--- src/hdl/dppa_pkg.sv ---
package dppa_pkg;
  // register select codes on the two pick lines
  localparam logic [1:0] DPPA_SEL_A_PORT = 2'h0;
  localparam logic [1:0] DPPA_SEL_A_CTL  = 2'h1;
  localparam logic [1:0] DPPA_SEL_B_PORT = 2'h2;
  localparam logic [1:0] DPPA_SEL_B_CTL  = 2'h3;
  // control register field positions
  localparam int DPPA_CTL_FLAG_FIRST  = 7;
  localparam int DPPA_CTL_FLAG_SECOND = 6;
  localparam int DPPA_CTL_IO_MODE     = 5;
  localparam int DPPA_CTL_IO_EDGE     = 4;
  localparam int DPPA_CTL_IO_ENABLE   = 3;
  localparam int DPPA_CTL_OUT_ACCESS  = 2;
  localparam int DPPA_CTL_IN_EDGE     = 1;
  localparam int DPPA_CTL_IN_ENABLE   = 0;
  localparam logic [7:0] DPPA_CTL_WRITE_MASK = 8'h3f;
  // reset values
  localparam logic [7:0] DPPA_RESET_VALUE = 8'h00;
endpackage

--- src/hdl/dppa_port.sv ---
`timescale 1ns/10ps
// one port section: control, direction and output registers, line events
module dppa_port
  import dppa_pkg::*;
#(
  parameter int WIDTH = 8
) (
  input  wire logic             i_mclk,
  input  wire logic             i_sys_rst,
  input  wire logic             i_wr_ctl,
  input  wire logic             i_wr_dir,
  input  wire logic             i_wr_out,
  input  wire logic             i_rd_out,
  input  wire logic [7:0]       i_wdata,
  input  wire logic [WIDTH-1:0] i_lines,
  input  wire logic             i_ctl_in,
  input  wire logic             i_ctl_io,
  output logic      [7:0]       o_ctl,
  output logic      [WIDTH-1:0] o_dir,
  output logic      [WIDTH-1:0] o_out,
  output logic      [WIDTH-1:0] o_read_value,
  output logic                  o_irq_n
);
  // only the byte-wide port is built; another width would need a new read path
  if (WIDTH != 8) begin : g_width_check
    $error("dppa_port: only 8-bit ports are served");
  end

  logic       ctl_in_prev_reg;
  logic       ctl_io_prev_reg;
  logic [7:0] ctl_reg;
  logic       edge_first;
  logic       edge_second;

  // previous line levels for edge detection
  always_ff @(posedge i_mclk) begin
    if (i_sys_rst) begin
      ctl_in_prev_reg <= 1'b0;
      ctl_io_prev_reg <= 1'b0;
    end else begin
      ctl_in_prev_reg <= i_ctl_in;
      ctl_io_prev_reg <= i_ctl_io;
    end
  end

  // bit set: rising edge, clear: falling edge
  assign edge_first  = ctl_reg[DPPA_CTL_IN_EDGE] ? (i_ctl_in & ~ctl_in_prev_reg)
                                                 : (~i_ctl_in & ctl_in_prev_reg);
  assign edge_second = ~ctl_reg[DPPA_CTL_IO_MODE] &
                       (ctl_reg[DPPA_CTL_IO_EDGE] ? (i_ctl_io & ~ctl_io_prev_reg)
                                                  : (~i_ctl_io & ctl_io_prev_reg));

  // flags: an edge in the same cycle as the clearing read wins
  always_ff @(posedge i_mclk) begin
    if (i_sys_rst) begin
      ctl_reg <= DPPA_RESET_VALUE;
    end else begin
      if (i_wr_ctl) begin
        ctl_reg[5:0] <= i_wdata[5:0];
      end
      if (edge_first) begin
        ctl_reg[DPPA_CTL_FLAG_FIRST] <= 1'b1;
      end else if (i_rd_out) begin
        ctl_reg[DPPA_CTL_FLAG_FIRST] <= 1'b0;
      end
      if (edge_second) begin
        ctl_reg[DPPA_CTL_FLAG_SECOND] <= 1'b1;
      end else if (i_rd_out) begin
        ctl_reg[DPPA_CTL_FLAG_SECOND] <= 1'b0;
      end
    end
  end
  assign o_ctl = ctl_reg;

  // direction and output registers
  always_ff @(posedge i_mclk) begin
    if (i_sys_rst) begin
      o_dir <= WIDTH'(DPPA_RESET_VALUE);
      o_out <= WIDTH'(DPPA_RESET_VALUE);
    end else begin
      if (i_wr_dir) o_dir <= i_wdata[WIDTH-1:0];
      if (i_wr_out) o_out <= i_wdata[WIDTH-1:0];
    end
  end

  // inputs read the pins, outputs read back the output register
  assign o_read_value = (i_lines & ~o_dir) | (o_out & o_dir);

  // request from a registered flag term, so it starts one cycle after the flag
  always_ff @(posedge i_mclk) begin
    if (i_sys_rst) begin
      o_irq_n <= 1'b1;
    end else begin
      o_irq_n <= ~((ctl_reg[DPPA_CTL_FLAG_FIRST] & ctl_reg[DPPA_CTL_IN_ENABLE]) |
                   (ctl_reg[DPPA_CTL_FLAG_SECOND] & ctl_reg[DPPA_CTL_IO_ENABLE]));
    end
  end

  flag_set_a: assert property (@(posedge i_mclk) disable iff (i_sys_rst)
    edge_first |=> ctl_reg[DPPA_CTL_FLAG_FIRST])
    else $error("first flag not set by edge");
  flag_clear_a: assert property (@(posedge i_mclk) disable iff (i_sys_rst)
    (i_rd_out && !edge_first) |=> !ctl_reg[DPPA_CTL_FLAG_FIRST])
    else $error("first flag not cleared by read");
  irq_gate_a: assert property (@(posedge i_mclk) disable iff (i_sys_rst)
    (ctl_reg[DPPA_CTL_FLAG_FIRST] && ctl_reg[DPPA_CTL_IN_ENABLE]) |=> !o_irq_n)
    else $error("request not raised");
  irq_quiet_a: assert property (@(posedge i_mclk) disable iff (i_sys_rst)
    (!ctl_reg[DPPA_CTL_IN_ENABLE] && !ctl_reg[DPPA_CTL_IO_ENABLE]) |=> o_irq_n)
    else $error("masked request raised");
  flag_second_a: assert property (@(posedge i_mclk) disable iff (i_sys_rst)
    edge_second |=> ctl_reg[DPPA_CTL_FLAG_SECOND])
    else $error("second flag not set by edge");
  flag_readonly_a: assert property (@(posedge i_mclk) disable iff (i_sys_rst)
    (i_wr_ctl && !edge_first && !i_rd_out) |=>
      (ctl_reg[DPPA_CTL_FLAG_FIRST] == $past(ctl_reg[DPPA_CTL_FLAG_FIRST])))
    else $error("first flag changed by control write");
endmodule

--- src/hdl/dppa_top.sv ---
`timescale 1ns/10ps
module dppa_top
  import dppa_pkg::*;
(
  input  wire logic       i_mclk,
  input  wire logic       i_sys_rst,
  input  wire logic       i_select_high_first,
  input  wire logic       i_select_high_second,
  input  wire logic       i_select_low_n,
  input  wire logic       i_read_not_write,
  input  wire logic       i_reg_pick_low,
  input  wire logic       i_reg_pick_high,
  input  wire logic [7:0] i_data,
  output logic      [7:0] o_data,
  output logic            o_data_oe_n,
  input  wire logic [7:0] i_port_a_lines,
  output logic      [7:0] o_port_a_lines,
  output logic      [7:0] o_port_a_lines_oe_n,
  input  wire logic [7:0] i_port_b_lines,
  output logic      [7:0] o_port_b_lines,
  output logic      [7:0] o_port_b_lines_oe_n,
  input  wire logic       i_port_a_ctl_in,
  input  wire logic       i_port_a_ctl_io,
  input  wire logic       i_port_b_ctl_in,
  input  wire logic       i_port_b_ctl_io,
  output logic            o_port_a_irq_n,
  output logic            o_port_b_irq_n
);
  logic       selected;
  logic [1:0] pick;
  logic       wr_en;
  logic       rd_en;
  logic [7:0] ctl_a;
  logic [7:0] ctl_b;
  logic [7:0] dir_a;
  logic [7:0] dir_b;
  logic [7:0] out_a;
  logic [7:0] out_b;
  logic [7:0] rv_a;
  logic [7:0] rv_b;
  logic       irq_a_n;
  logic       irq_b_n;
  logic       wr_ctl_a;
  logic       wr_ctl_b;
  logic       wr_dir_a;
  logic       wr_dir_b;
  logic       wr_out_a;
  logic       wr_out_b;
  logic       rd_out_a;
  logic       rd_out_b;
  logic [7:0] rdata_next;

  // chip select decode; one access per bus clock cycle
  assign selected = i_select_high_first & i_select_high_second & ~i_select_low_n;
  assign pick     = {i_reg_pick_high, i_reg_pick_low};
  assign wr_en    = selected & ~i_read_not_write;
  assign rd_en    = selected & i_read_not_write;

  // register decode by select code and access bit
  assign wr_ctl_a = wr_en & (pick == DPPA_SEL_A_CTL);
  assign wr_ctl_b = wr_en & (pick == DPPA_SEL_B_CTL);
  assign wr_dir_a = wr_en & (pick == DPPA_SEL_A_PORT) & ~ctl_a[DPPA_CTL_OUT_ACCESS];
  assign wr_out_a = wr_en & (pick == DPPA_SEL_A_PORT) & ctl_a[DPPA_CTL_OUT_ACCESS];
  assign wr_dir_b = wr_en & (pick == DPPA_SEL_B_PORT) & ~ctl_b[DPPA_CTL_OUT_ACCESS];
  assign wr_out_b = wr_en & (pick == DPPA_SEL_B_PORT) & ctl_b[DPPA_CTL_OUT_ACCESS];
  assign rd_out_a = rd_en & (pick == DPPA_SEL_A_PORT) & ctl_a[DPPA_CTL_OUT_ACCESS];
  assign rd_out_b = rd_en & (pick == DPPA_SEL_B_PORT) & ctl_b[DPPA_CTL_OUT_ACCESS];

  // read multiplexer
  always_comb begin
    rdata_next = 8'h00;
    unique case (pick)
      DPPA_SEL_A_PORT: rdata_next = ctl_a[DPPA_CTL_OUT_ACCESS] ? rv_a : dir_a;
      DPPA_SEL_A_CTL:  rdata_next = ctl_a;
      DPPA_SEL_B_PORT: rdata_next = ctl_b[DPPA_CTL_OUT_ACCESS] ? rv_b : dir_b;
      DPPA_SEL_B_CTL:  rdata_next = ctl_b;
    endcase
  end

  // two identical, independent port sections
  dppa_port #(.WIDTH(8)) u_port_a (
    .i_mclk       (i_mclk),
    .i_sys_rst    (i_sys_rst),
    .i_wr_ctl     (wr_ctl_a),
    .i_wr_dir     (wr_dir_a),
    .i_wr_out     (wr_out_a),
    .i_rd_out     (rd_out_a),
    .i_wdata      (i_data),
    .i_lines      (i_port_a_lines),
    .i_ctl_in     (i_port_a_ctl_in),
    .i_ctl_io     (i_port_a_ctl_io),
    .o_ctl        (ctl_a),
    .o_dir        (dir_a),
    .o_out        (out_a),
    .o_read_value (rv_a),
    .o_irq_n      (irq_a_n)
  );
  dppa_port #(.WIDTH(8)) u_port_b (
    .i_mclk       (i_mclk),
    .i_sys_rst    (i_sys_rst),
    .i_wr_ctl     (wr_ctl_b),
    .i_wr_dir     (wr_dir_b),
    .i_wr_out     (wr_out_b),
    .i_rd_out     (rd_out_b),
    .i_wdata      (i_data),
    .i_lines      (i_port_b_lines),
    .i_ctl_in     (i_port_b_ctl_in),
    .i_ctl_io     (i_port_b_ctl_io),
    .o_ctl        (ctl_b),
    .o_dir        (dir_b),
    .o_out        (out_b),
    .o_read_value (rv_b),
    .o_irq_n      (irq_b_n)
  );

  // data bus: registered answer, driven one cycle after a selected read
  always_ff @(posedge i_mclk) begin
    if (i_sys_rst) begin
      o_data      <= 8'h00;
      o_data_oe_n <= 1'b1;
    end else begin
      o_data      <= rd_en ? rdata_next : 8'h00;
      o_data_oe_n <= ~rd_en;
    end
  end

  // port pins follow registers with one more flop so outputs are registered
  always_ff @(posedge i_mclk) begin
    if (i_sys_rst) begin
      o_port_a_lines      <= 8'h00;
      o_port_a_lines_oe_n <= 8'hff;
      o_port_b_lines      <= 8'h00;
      o_port_b_lines_oe_n <= 8'hff;
    end else begin
      o_port_a_lines      <= out_a;
      o_port_a_lines_oe_n <= ~dir_a;
      o_port_b_lines      <= out_b;
      o_port_b_lines_oe_n <= ~dir_b;
    end
  end

  // each port has its own request pin
  always_ff @(posedge i_mclk) begin
    if (i_sys_rst) begin
      o_port_a_irq_n <= 1'b1;
      o_port_b_irq_n <= 1'b1;
    end else begin
      o_port_a_irq_n <= irq_a_n;
      o_port_b_irq_n <= irq_b_n;
    end
  end

  release_bus_a: assert property (@(posedge i_mclk) disable iff (i_sys_rst)
    !selected |=> o_data_oe_n)
    else $error("data bus driven while unselected");
  read_data_a: assert property (@(posedge i_mclk) disable iff (i_sys_rst)
    (rd_en && pick == DPPA_SEL_A_CTL) |=> (!o_data_oe_n && o_data == $past(ctl_a)))
    else $error("control A read wrong");
  ctl_write_a: assert property (@(posedge i_mclk) disable iff (i_sys_rst)
    wr_ctl_b |=> (ctl_b[5:0] == $past(i_data[5:0])))
    else $error("control B write lost");
  dir_write_a: assert property (@(posedge i_mclk) disable iff (i_sys_rst)
    wr_dir_a |=> ##1 (o_port_a_lines_oe_n == ~$past(i_data, 2)))
    else $error("direction A not applied");
  access_sel_a: assert property (@(posedge i_mclk) disable iff (i_sys_rst)
    (wr_en && pick == DPPA_SEL_A_PORT && !ctl_a[2]) |=> $stable(out_a))
    else $error("output A written via direction");
  write_quiet_a: assert property (@(posedge i_mclk) disable iff (i_sys_rst)
    wr_en |=> o_data_oe_n)
    else $error("data bus driven on write");
  reset_clear_a: assert property (@(posedge i_mclk)
    i_sys_rst |=> (ctl_a == 8'h00 && dir_b == 8'h00 && o_port_b_lines_oe_n == 8'hff))
    else $error("reset did not clear");

  // read answers for every register the pick code and access bit can reach
  ctl_b_read_a: assert property (@(posedge i_mclk) disable iff (i_sys_rst)
    (rd_en && pick == DPPA_SEL_B_CTL) |=> (!o_data_oe_n && o_data == $past(ctl_b)))
    else $error("control B read wrong");
  dir_a_read_a: assert property (@(posedge i_mclk) disable iff (i_sys_rst)
    (rd_en && pick == DPPA_SEL_A_PORT && !ctl_a[DPPA_CTL_OUT_ACCESS]) |=>
      (o_data == $past(dir_a)))
    else $error("direction A read wrong");
  dir_b_read_a: assert property (@(posedge i_mclk) disable iff (i_sys_rst)
    (rd_en && pick == DPPA_SEL_B_PORT && !ctl_b[DPPA_CTL_OUT_ACCESS]) |=>
      (o_data == $past(dir_b)))
    else $error("direction B read wrong");
  // output reads split per line kind: driven lines echo the register, others the pins
  port_a_read_a: assert property (@(posedge i_mclk) disable iff (i_sys_rst)
    (rd_en && pick == DPPA_SEL_A_PORT && ctl_a[DPPA_CTL_OUT_ACCESS]) |=>
      ((o_data & $past(dir_a)) == ($past(out_a) & $past(dir_a)) &&
       (o_data & ~$past(dir_a)) == ($past(i_port_a_lines) & ~$past(dir_a))))
    else $error("port A read wrong");
  port_b_read_a: assert property (@(posedge i_mclk) disable iff (i_sys_rst)
    (rd_en && pick == DPPA_SEL_B_PORT && ctl_b[DPPA_CTL_OUT_ACCESS]) |=>
      ((o_data & $past(dir_b)) == ($past(out_b) & $past(dir_b)) &&
       (o_data & ~$past(dir_b)) == ($past(i_port_b_lines) & ~$past(dir_b))))
    else $error("port B read wrong");
  read_drive_a: assert property (@(posedge i_mclk) disable iff (i_sys_rst)
    rd_en |=> !o_data_oe_n)
    else $error("selected read not driven");

  // writes reach the pins two edges later, through the register and the pin flop
  dir_b_apply_a: assert property (@(posedge i_mclk) disable iff (i_sys_rst)
    wr_dir_b |=> ##1 (o_port_b_lines_oe_n == ~$past(i_data, 2)))
    else $error("direction B not applied");
  out_a_apply_a: assert property (@(posedge i_mclk) disable iff (i_sys_rst)
    wr_out_a |=> ##1 (o_port_a_lines == $past(i_data, 2)))
    else $error("output A not applied");
  out_b_apply_a: assert property (@(posedge i_mclk) disable iff (i_sys_rst)
    wr_out_b |=> ##1 (o_port_b_lines == $past(i_data, 2)))
    else $error("output B not applied");
  b_access_sel_a: assert property (@(posedge i_mclk) disable iff (i_sys_rst)
    (wr_en && pick == DPPA_SEL_B_PORT && !ctl_b[DPPA_CTL_OUT_ACCESS]) |=> $stable(out_b))
    else $error("output B written via direction");
  ctl_a_update_a: assert property (@(posedge i_mclk) disable iff (i_sys_rst)
    wr_ctl_a |=> (ctl_a[5:0] == $past(i_data[5:0])))
    else $error("control A write lost");
  unselect_hold_a: assert property (@(posedge i_mclk) disable iff (i_sys_rst)
    !selected |=> ($stable(ctl_a[5:0]) && $stable(ctl_b[5:0]) && $stable(dir_a) &&
                   $stable(dir_b) && $stable(out_a) && $stable(out_b)))
    else $error("register changed while unselected");

  // requests pass two flops: the port's own and the pin flop here
  irq_a_path_a: assert property (@(posedge i_mclk) disable iff (i_sys_rst)
    (ctl_a[DPPA_CTL_FLAG_FIRST] && ctl_a[DPPA_CTL_IN_ENABLE]) |=> ##1 !o_port_a_irq_n)
    else $error("request A not on pin");
  irq_b_path_a: assert property (@(posedge i_mclk) disable iff (i_sys_rst)
    (ctl_b[DPPA_CTL_FLAG_SECOND] && ctl_b[DPPA_CTL_IO_ENABLE]) |=> ##1 !o_port_b_irq_n)
    else $error("request B not on pin");
  irq_b_quiet_a: assert property (@(posedge i_mclk) disable iff (i_sys_rst)
    ((!ctl_b[DPPA_CTL_FLAG_FIRST] || !ctl_b[DPPA_CTL_IN_ENABLE]) &&
     (!ctl_b[DPPA_CTL_FLAG_SECOND] || !ctl_b[DPPA_CTL_IO_ENABLE])) |=> ##1 o_port_b_irq_n)
    else $error("masked request B raised");
  reset_quiet_a: assert property (@(posedge i_mclk)
    i_sys_rst |=> (o_data_oe_n && o_data == 8'h00 && o_port_a_irq_n && o_port_b_irq_n))
    else $error("reset left bus or request active");
endmodule

--- config.mk ---
export PLATFORM = sky130hd
export DESIGN_NAME = dppa_top
export DESIGN_NICKNAME = d
export VERILOG_FILES = /design/src/hdl/dppa_pkg.sv /design/src/hdl/dppa_port.sv /design/src/hdl/dppa_top.sv
export SDC_FILE = /design/constraint.sdc
export NUM_CORES = 1
export LEC_CHECK = 0
export BUFFER_PORTS_ARGS = -buffer_cell sky130_fd_sc_hd__buf_2
export CAP_MARGIN = 20
export CORE_MARGIN = 8
export CORE_UTILIZATION = 54
export DETAILED_ROUTE_END_ITERATION = 10
export PLACE_DENSITY_LB_ADDON = 0.1
export SYNTH_ARGS = -nofsm -noshare
export SYNTH_HDL_FRONTEND = slang
export SYNTH_SLANG_ARGS = --single-unit
--- constraint.sdc ---
create_clock -name i_mclk -period 2.6 [get_ports i_mclk]
set_clock_uncertainty 0.1 [all_clocks]
set_input_delay 0.52 -clock i_mclk [delete_from_list [all_inputs] [get_ports i_mclk]]
set_output_delay 0.52 -clock i_mclk [all_outputs]
set_load 0.1 [all_outputs]
# == Yosys cells after proc, flatten, opt, wreduce, memory -nomap -nowiden ==
# Index checks and enable logic that the tools add are counted.
# totals
register_bits,97
inputBits,36
word_cells,103
# op_classes
n_eq_ne,3
n_mux,13
n_bitwise,57
n_reduce_logical,6
# ops
op,count
AND 8 bit,4
one-hot mux 8 bit (4 select lines),1
AND 1 bit,30
NOT 1 bit,17
two-way mux 8 bit,2
NOT 8 bit,2
bitwise OR 8 bit,2
two-way mux 1 bit,10
nonzero test 2 bit,4
"== test 2 bit, second input constant",2
"== test 2 x 1 -> 1 bit, second input constant",1
logical NOT 2 bit,1
bitwise OR 1 bit,2
OR reduction 2 bit,1

# == Longest topological paths before layout ==
# Gate-level depths: netlist of run 1.
# logic_depth
ltp_word,7
mapped_depth,6
mapped_depth_nobuf,3

# == Cells and area by module ==
# From an unflattened synthesis of run 1, not the netlist that was laid out.
# hier_totals
cells_unflattened,343
hier_area_um2,3731.1
# by_module_without_submodules
mod,instances,cells_each,area_per_inst_um2
dppa_port,2,97,1051.0
dppa_top,1,149,1629.1

# == Worst setup path before layout of run 1 ==
# OpenSTA, ideal clock, no wires.
# synth_timing
kind,in2reg
from,input port i_reg_pick_high
to,"register u_port_a.ctl_reg[7], in the netlist u_port_a.o_ctl[7]"
setup_time_ps,131
arrival_time_ps,1476
required_time_ps,2369
slack_ps,892
path_stages,5
cell_sequence,buf_2 -> or3b_2 -> clkbuf_1 -> o21ai_0 -> a31oi_1
# synth_between
elab_chain_len,4
# synth_rtl
element,line_no,source
"start, declared",dppa_top.sv:12,"input wire logic i_reg_pick_high,"
logical NOT 2 bit,dppa_top.sv:66,assign rd_out_a = rd_en & (pick == DPPA_SEL_A_PORT) & ctl_a[DPPA_CTL_OUT_ACCESS];
AND 1 bit (2 in series),dppa_top.sv:66,
nonzero test 2 bit (no source line),n/a,
"end signal, assigned by index",dppa_port.sv:64,ctl_reg[DPPA_CTL_FLAG_FIRST] <= 1'b0;
"end signal, assigned by index",dppa_port.sv:67,ctl_reg[DPPA_CTL_FLAG_SECOND] <= 1'b1;
"end signal, assigned by index",dppa_port.sv:69,ctl_reg[DPPA_CTL_FLAG_SECOND] <= 1'b0;
"end, declared",dppa_port.sv:31,logic [7:0] ctl_reg;
# No other way between the ends.
# A chain may end at the register's enable or synchronous reset.

# == Final worst setup path of run 1 ==
# layout_timing
from,register o_data[1]
to,output port o_data[1]
# layout_lines
element,line_no,source
"start, declared",dppa_top.sv:14,"output logic [7:0] o_data,"
"start signal, assigned",dppa_top.sv:122,o_data <= rd_en ? rdata_next : 8'h00;
# No word-level cell between the ends.

==> flow_metrics.tcl, run 1 <==
set metrics [dict create \
    antennaDiodeCount 0 \
    syn_inst 380 \
    area_growth_pct 16.6 \
    cts_sinks 97 \
    grt_pass1_wl_um 14300 \
    holdBufCountCts 0 \
    cts_made_buffers 9 \
    powerDensity_nw_per_um2 588 \
    path_class "flip-flop to primary output" \
    drt_iter0_drc 119 \
    track_usage 0.182 \
    synthFlopType "dfxtp_1" \
    die_y_um 98.8 \
    rows 30 \
    yosysUniqueCellTypes 35 \
    leakage_nw 1.70 \
    yosys.area.top_type "dfxtp_1" \
    worstMarginPinSlew_ns 0.683 \
    slew_headroom 0.544 \
    finalCriticalPeriod_ns 1.76 \
    dp_hpwl_um 6310 \
    grt.overflow.total 0 \
    fin_crit_sh 0.678 \
    maxSlewViolCount 0 \
    holdPathEnd "u_port_b.ctl_io_prev_reg" \
    cts_tree "yes" \
    cts_resized 0 \
    regToRegEndpoint "u_port_a.o_ctl[7]" \
    firstDrtPassIters 4 \
    layout-drive-gt1-share 0.250 \
    clk_pin_slew_ns 0.09 \
    routed_wl_um 8690 \
    drt-wirelength-per-cell_um 16.2 \
    timing.critical_path.buf_inv 1 \
    status "finished clean" \
    final_util 0.642 \
    crit_path_cell_trace "buf_2" \
    synth-seq-area-share 0.525 \
    synth_area_um2 3700 \
    clockBufferDepth 2 \
    worst_path_dominant_cell_family "buffers and inverters" \
    final_hold_viol_count 0 \
    clk_latency_ns 0.36 \
    nets 487 \
    synthTopCellsByCount "dfxtp_1, nand2b_1, a21oi_1" \
    cp_slowest_cell "buf_2" \
    r2r_start "u_port_a.o_ctl[2]" \
    cts_root_buf "clkbuf_8" \
    start_util 0.551 \
    die_area_um2 9760 \
    yosysMostFrequentCell "dfxtp_1" \
    worstPathMaxFanout 1 \
    die_w_um 98.8 \
    ir_worst_vdd_mv 0.292 \
    cp-end-kind "primary output" \
    reg2reg_slack_ns 0.89 \
    fin_ws_ns 0.838 \
    first_global_vias 2916 \
    num_vias 2971 \
    place_ws_ns 0.539 \
    viasPerCell 5.54 \
    required_ns 1.98 \
    cts_setup_buffers 0 \
    syn_nets 416 \
    slowest_delay_ns 0.44 \
    start_kind "flip-flop" \
    io_pins 79 \
    antenna_left 0 \
    setup_viol 0 \
    hold_start "i_port_b_ctl_io" \
    synth-async-reset-ratio 0 \
    rsz0062_at_grt "no" \
    drc 0 \
    reg2regPathDepth 3 \
    synth.avg_cell_area_um2 9.74 \
    io_buffers 78 \
    netlist.area_leader.share 0.525 \
    fmaxAchievable_mhz 567 \
    core_area_um2 6720 \
    hold_class "input pin to flip-flop" \
    place.gp.congestion 0.839 \
    holdPathStages 2 \
    htreeDepth 3 \
    antenna_found_initial 0 \
    synth_seq_cells 97 \
    drv_cap 0 \
    synth.area.top_cells "dfxtp_1, mux2i_1, nand2b_1" \
    cp.arrival_ns 1.14 \
    synth-edff-count 0 \
    grt_start_max_net_pins 36 \
    fin_tns_setup_ns 0 \
    yosys_warnings 0 \
]
worst reg2reg max path: stages (launching register included):
cell     delay [ns]
dfxtp_1        0.57
or3b_2         0.60
o21ai_0        0.22
a31oi_1        0.10
placed cells by master, fill, tap and decap left out, types with 4 or more instances in the layout:
cell	netlist	layout
dfxtp_1	97	97
buf_2	10	78
nand2b_1	38	38
a21oi_1	35	35
o21ai_0	28	28
mux2i_1	26	26
inv_1	17	17
nand3_1	17	17
a311oi_1	14	14
nor2b_1	13	13
nor2_1	10	10
nand2_1	10	10
clkbuf_8	0	10
o31ai_1	9	9
buf_4	1	9
o311a_1	8	8
nand3b_1	5	5
or2_2	4	4
cell type report:
| cell class | count | area [um2] |
|---|---|---|
| Multi-Input combinational cell | 238 | 1570 |
| Timing Repair Buffer | 87 | 458 |
| Tap cell | 80 | 100 |
| Fill cell | 551 | 2400 |
| Sequential cell | 97 | 1940 |
| Clock buffer | 12 | 145 |
| Inverter | 18 | 67.6 |
| Clock inverter | 4 | 28.8 |
report_power, final:
group          internal [mW]  switching, mW  total [mW]
Sequential              1.50        0.00789        1.50
Clock                  0.375          0.504       0.879
Combinational         0.0551         0.0972       0.152
per-stage QoR:
stage,instances,power (mW),hold WS [ns],area [um2]
final,536,2.54,0.308,4320
after global routing,536,2.62,0.298,4320
after CTS,536,2.54,0.297,4320
after detailed placement,520,1.69,0.302,4140
after global placement,520,1.69,0.295,4140
after floorplan,380,1.63,0.288,3700
cells by family after synthesis:
group,after synthesis,synth area share
simple gates,111,0.183
compound gates,101,0.172
flops,97,0.525
buf+inv,45,0.0500
mux,26,0.0703
metal layers:
layer / wire length [um] / part of all wire / GRT usage
met2: 4080 / 0.47 / 0.288
met3: 406 / 0.047 / 0.0423
met4: 202 / 0.023 / 0.0897
met5: 0 / 0 / 0
met1: 4000 / 0.46 / 0.226
how the worst max path moves through the flow:
stage                 startpoint           endpoint  slack [ns]  cells past startpoint
2_1_floorplan    i_reg_pick_high  u_port_a.o_ctl[7]        0.89                      5
3_3_place_gp     i_reg_pick_high  u_port_b.o_dir[1]        0.60                      5
3_5_place_dp     i_reg_pick_high  u_port_b.o_dir[0]        0.54                      5
4_1_cts                o_data[1]          o_data[1]        0.83                      1
5_1_grt        u_port_a.o_ctl[2]  u_port_a.o_ctl[7]        0.75                      3
6_report               o_data[1]          o_data[1]        0.84                      1
No activity file was read; power rests on OpenSTA's default activity.
==> run 2: changes to the inputs <==
ABC_AREA = 1   (was not set)
clock period = 1.7 ns   (was 2.6 ns; I/O delays follow)
==> flow_metrics.tcl, run 2 <==
set metrics [dict create \
    status "finished clean" \
    hold_class "input pin to flip-flop" \
    cts_resized 0 \
    cp.arrival_ns 1.14 \
    die_w_um 101 \
    r2r_start "u_port_b.o_ctl[2]" \
    maxSlewViolCount 0 \
    antenna_found_initial 0 \
    final_common_cell "nand2_1" \
    holdBufCountCts 0 \
    synthTopCellsByCount "nand2_1, nor2_1, dfxtp_1" \
    rows 31 \
    viasPerCell 4.78 \
    cts_tree "yes" \
    clk_pin_slew_ns 0.09 \
    clk_latency_ns 0.36 \
    drv_cap 0 \
    synth_seq_cells 97 \
    setup_viol 0 \
    worst_path_dominant_cell_family "buffers and inverters" \
    drt_iter0_drc 159 \
    synth.area.top_cells "dfxtp_1, nand2_1, nor2_1" \
    rsz0062_at_grt "no" \
    cts_made_buffers 9 \
    core_area_um2 7180 \
    grt_pass1_wl_um 16200 \
    crit_start "o_data[0]" \
    syn_nets 599 \
    area_growth_pct 17.6 \
    timing.critical_path.buf_inv 1 \
    yosysMostFrequentCell "nand2_1" \
    reg2regPathDepth 6 \
    io_buffers 78 \
    yosys_warnings 0 \
    yosys.area.top_type "dfxtp_1" \
    finalCriticalPeriod_ns 1.58 \
    drc 0 \
    leakage_nw 2.32 \
    dp_hpwl_um 7390 \
    holdPathStages 3 \
    cts_root_buf "clkbuf_8" \
    cp-end-kind "primary output" \
    io_pins 79 \
    num_vias 3579 \
    start_kind "flip-flop" \
    grt.overflow.total 0 \
    start_util 0.550 \
    hold_start "i_port_a_ctl_io" \
    fmaxAchievable_mhz 635 \
    nets 680 \
    place.gp.congestion 0.899 \
    antennaDiodeCount 0 \
    drt-wirelength-per-cell_um 13.0 \
    fin_crit_sh 0.927 \
    track_usage 0.203 \
    cp_slowest_cell "buf_2" \
    ir_worst_vdd_mv 0.524 \
    routed_wl_um 9690 \
    antenna_left 0 \
    synth.avg_cell_area_um2 7.01 \
    yosysUniqueCellTypes 25 \
    regToRegEndpoint "u_port_b.o_out[5]" \
    slew_headroom 0.672 \
    holdPathEnd "u_port_a.ctl_io_prev_reg" \
    slowest_delay_ns 0.43 \
    final_hold_viol_count 0 \
    die_area_um2 10300 \
    first_global_vias 3455 \
    required_ns 1.26 \
    synth-seq-area-share 0.492 \
    netlist.area_leader.share 0.492 \
    grt_start_max_net_pins 32 \
    fin_tns_setup_ns 0 \
    cts_setup_buffers 0 \
    die_y_um 101 \
    syn_inst 563 \
    synthFlopType "dfxtp_1" \
    synth-edff-count 0 \
    cts_sinks 97 \
    firstDrtPassIters 4 \
    htreeDepth 3 \
    worstMarginPinSlew_ns 0.495 \
    reg2reg_slack_ns 0.42 \
    layout-drive-gt1-share 0.186 \
    cp_num_cells 1 \
    crit_path_cell_trace "buf_2" \
    synth-async-reset-ratio 0 \
    layout_common_cells "nand2_1, nor2_1, dfxtp_1" \
    path_class "flip-flop to primary output" \
    worstPathMaxFanout 1 \
    powerDensity_nw_per_um2 852 \
    synth_area_um2 3950 \
    whs_ns 0.0985 \
    clockBufferDepth 2 \
]
-- run 2: cell count changes in the layout (fill, tap and decap cells not counted), sizes merged, moves of 9 or more --
cell	previous run	this run
nand2	10	150
nor2	11	121
inv	18	78
nand3	17	73
nand2b	38	0
a21oi	35	5
mux2i	26	0
o21ai	28	4
a311oi	14	0
nor2b	13	0
o31ai	9	0
-- run 2: worst max path at each step --
stage | endpoint
finish | o_data[0]
global route | o_data[0]
CTS | o_data[0]
detailed placement | u_port_b.o_ctl[0]
global placement | u_port_a.o_ctl[2]
floorplan | u_port_a.o_out[7]
-- run 2: cell families after synthesis --
kind of cell / after synthesis / synth area share
buf+inv: 98 / 0.102
simple gates: 355 / 0.386
compound gates: 13 / 0.0190
flops: 97 / 0.492
-- run 2: metal layers --
layer,wire length (um),global-route usage
met5,0,0
met4,195,0.0951
met3,608,0.0357
met2,4670,0.343
met1,4220,0.245
-- run 2: final cells by class --
class / count / area [um2]
clock buffer: 12 / 145
clock inverter: 4 / 26.3
sequential: 97 / 1940
fill: 668 / 2540
timing repair buffer: 91 / 513
inverter: 77 / 289
multi-input combinational: 368 / 1600
tap: 99 / 124
-- run 2: per-stage QoR --
step	util	std cells	power, mW	instance area (um2)	setup slack (ns)
floorplan	-	563	2.53	3950	0.351
global placement	0.622	732	2.65	4470	0.131
detailed placement	0.622	732	2.65	4470	0.108
CTS	0.646	748	3.97	4640	0.103
global route	0.646	748	4.12	4640	0.0919
finish	0.646	748	3.95	4640	0.125
-- run 2: report_power, final --
group          internal (mW)  switching, mW  leakage, nW
clock network          0.574          0.778       0.0868
logic                 0.0947          0.196         1.45
registers               2.29         0.0150        0.784
==> run 3: changes to the inputs <==
SETUP_SLACK_MARGIN = 0.3   (was not set)
==> flow_metrics.tcl, run 3 (synthesis results as in run 2) <==
set metrics [dict create \
    finalCriticalPeriod_ns 1.40 \
    clk_latency_ns 0.36 \
    core_area_um2 7180 \
    firstDrtPassIters 4 \
    cts_resized 84 \
    layout-drive-gt1-share 0.193 \
    die_w_um 101 \
    met2_length_um 5080 \
    drc 0 \
    powerDensity_nw_per_um2 790 \
    grt.overflow.total 0 \
    place.gp.congestion 0.899 \
    maxSlewViolCount 0 \
    finalNonFillerCells 748 \
    start_kind "flip-flop" \
    drv_cap 0 \
    antenna_left 0 \
    viasPerCell 4.83 \
    holdBufCountCts 0 \
    io_pins 79 \
    num_vias 3612 \
    clk_pin_slew_ns 0.09 \
    start_util 0.550 \
    crit_path_cell_trace "buf_8" \
    dp_hpwl_um 7390 \
    final_common_cell "nand2_1" \
    rsz0062_at_grt "yes" \
    multi_input_area_um2 1600 \
    grt_start_max_net_pins 32 \
    status "finished clean" \
    worstPathMaxFanout 1 \
    nets 680 \
    cts_root_buf "clkbuf_8" \
    cp-end-kind "primary output" \
    leakage_nw 2.44 \
    dr.max_layer_used "met4" \
    hold_class "input pin to flip-flop" \
    routed_wl_um 10200 \
    antenna_found_initial 0 \
    required_ns 1.26 \
    met1Wirelength_um 4280 \
    wl_met3_um 598 \
    rows 31 \
    antennaDiodeCount 0 \
    htreeDepth 3 \
    timing.critical_path.buf_inv 1 \
    grt_pass1_wl_um 16500 \
    fmaxAchievable_mhz 716 \
    cts_made_buffers 9 \
    path_class "flip-flop to primary output" \
    register_area_um2 1950 \
    clockBufferDepth 2 \
    slew_headroom 0.707 \
    die_area_um2 10300 \
    cts_tree "yes" \
    fillers 608 \
    cts_sinks 97 \
    worst_path_dominant_cell_family "flip-flops" \
    drt-wirelength-per-cell_um 13.6 \
    slowest_delay_ns 0.38 \
    fin_tns_setup_ns 0 \
    io_buffers 78 \
    cts_setup_buffers 0 \
    fin_crit_sh 0.821 \
    final_hold_viol_count 0 \
    worstMarginPinSlew_ns 0.438 \
    die_y_um 101 \
    first_global_vias 3512 \
    area_growth_pct 27.2 \
    setup_viol 0 \
    track_usage 0.206 \
    layout_common_cells "nand2_1, nor2_1, dfxtp_1" \
    drt_iter0_drc 190 \
    cp_slowest_cell "dfxtp_1" \
    ir_worst_vdd_mv 0.525 \
    cp.arrival_ns 0.96 \
    dp_cells 732 \
]
run 3: final timing paths:
path,start,end,slack (ns),depth (start not counted)
setup / recovery,o_data[0],o_data[0],0.30,1
hold reg to reg,u_port_b.o_irq_n,o_port_b_irq_n,0.32,1
hold / removal,i_port_a_ctl_io,u_port_a.ctl_io_prev_reg,0.1,3
setup reg to reg,u_port_b.o_ctl[2],o_data[2],0.41,6
run 3: cell type report:
cell class,count,share of cell area
clock buffer,12,0.0289
clock inverter,4,0.00524
inverter,77,0.0576
multi-input combinational,368,0.319
sequential,97,0.388
tap,99,0.0247
timing repair buffer,91,0.177
run 3: power by group:
part           internal (mW)  switching, mW  total, mW
sequential              2.29         0.0163       2.31
clock                  0.574          0.783       1.36
combinational          0.101          0.197      0.298
run 3: stage by stage:
| step | cell area [um2] | util | worst slack [ns] | hold WS [ns] | total power [mW] |
|---|---|---|---|---|---|
| final | 5020 | 0.699 | 0.304 | 0.0998 | 3.97 |
| after global placement | 4470 | 0.622 | 0.131 | 0.305 | 2.65 |
| after CTS | 4900 | 0.683 | 0.237 | 0.0917 | 3.98 |
| after floorplan | 3950 | - | 0.351 | 0.289 | 2.53 |
| after global routing | 5020 | 0.699 | 0.269 | 0.120 | 4.13 |
| after detailed placement | 4470 | 0.622 | 0.108 | 0.303 | 2.65 |
run 3: per-layer routing:
layer / vias up / global-route usage
met1: 1626 / 0.246
met2: 101 / 0.355
met5: - / 0
met4: 0 / 0.0951
li1: 1865 / -
met3: 20 / 0.0337
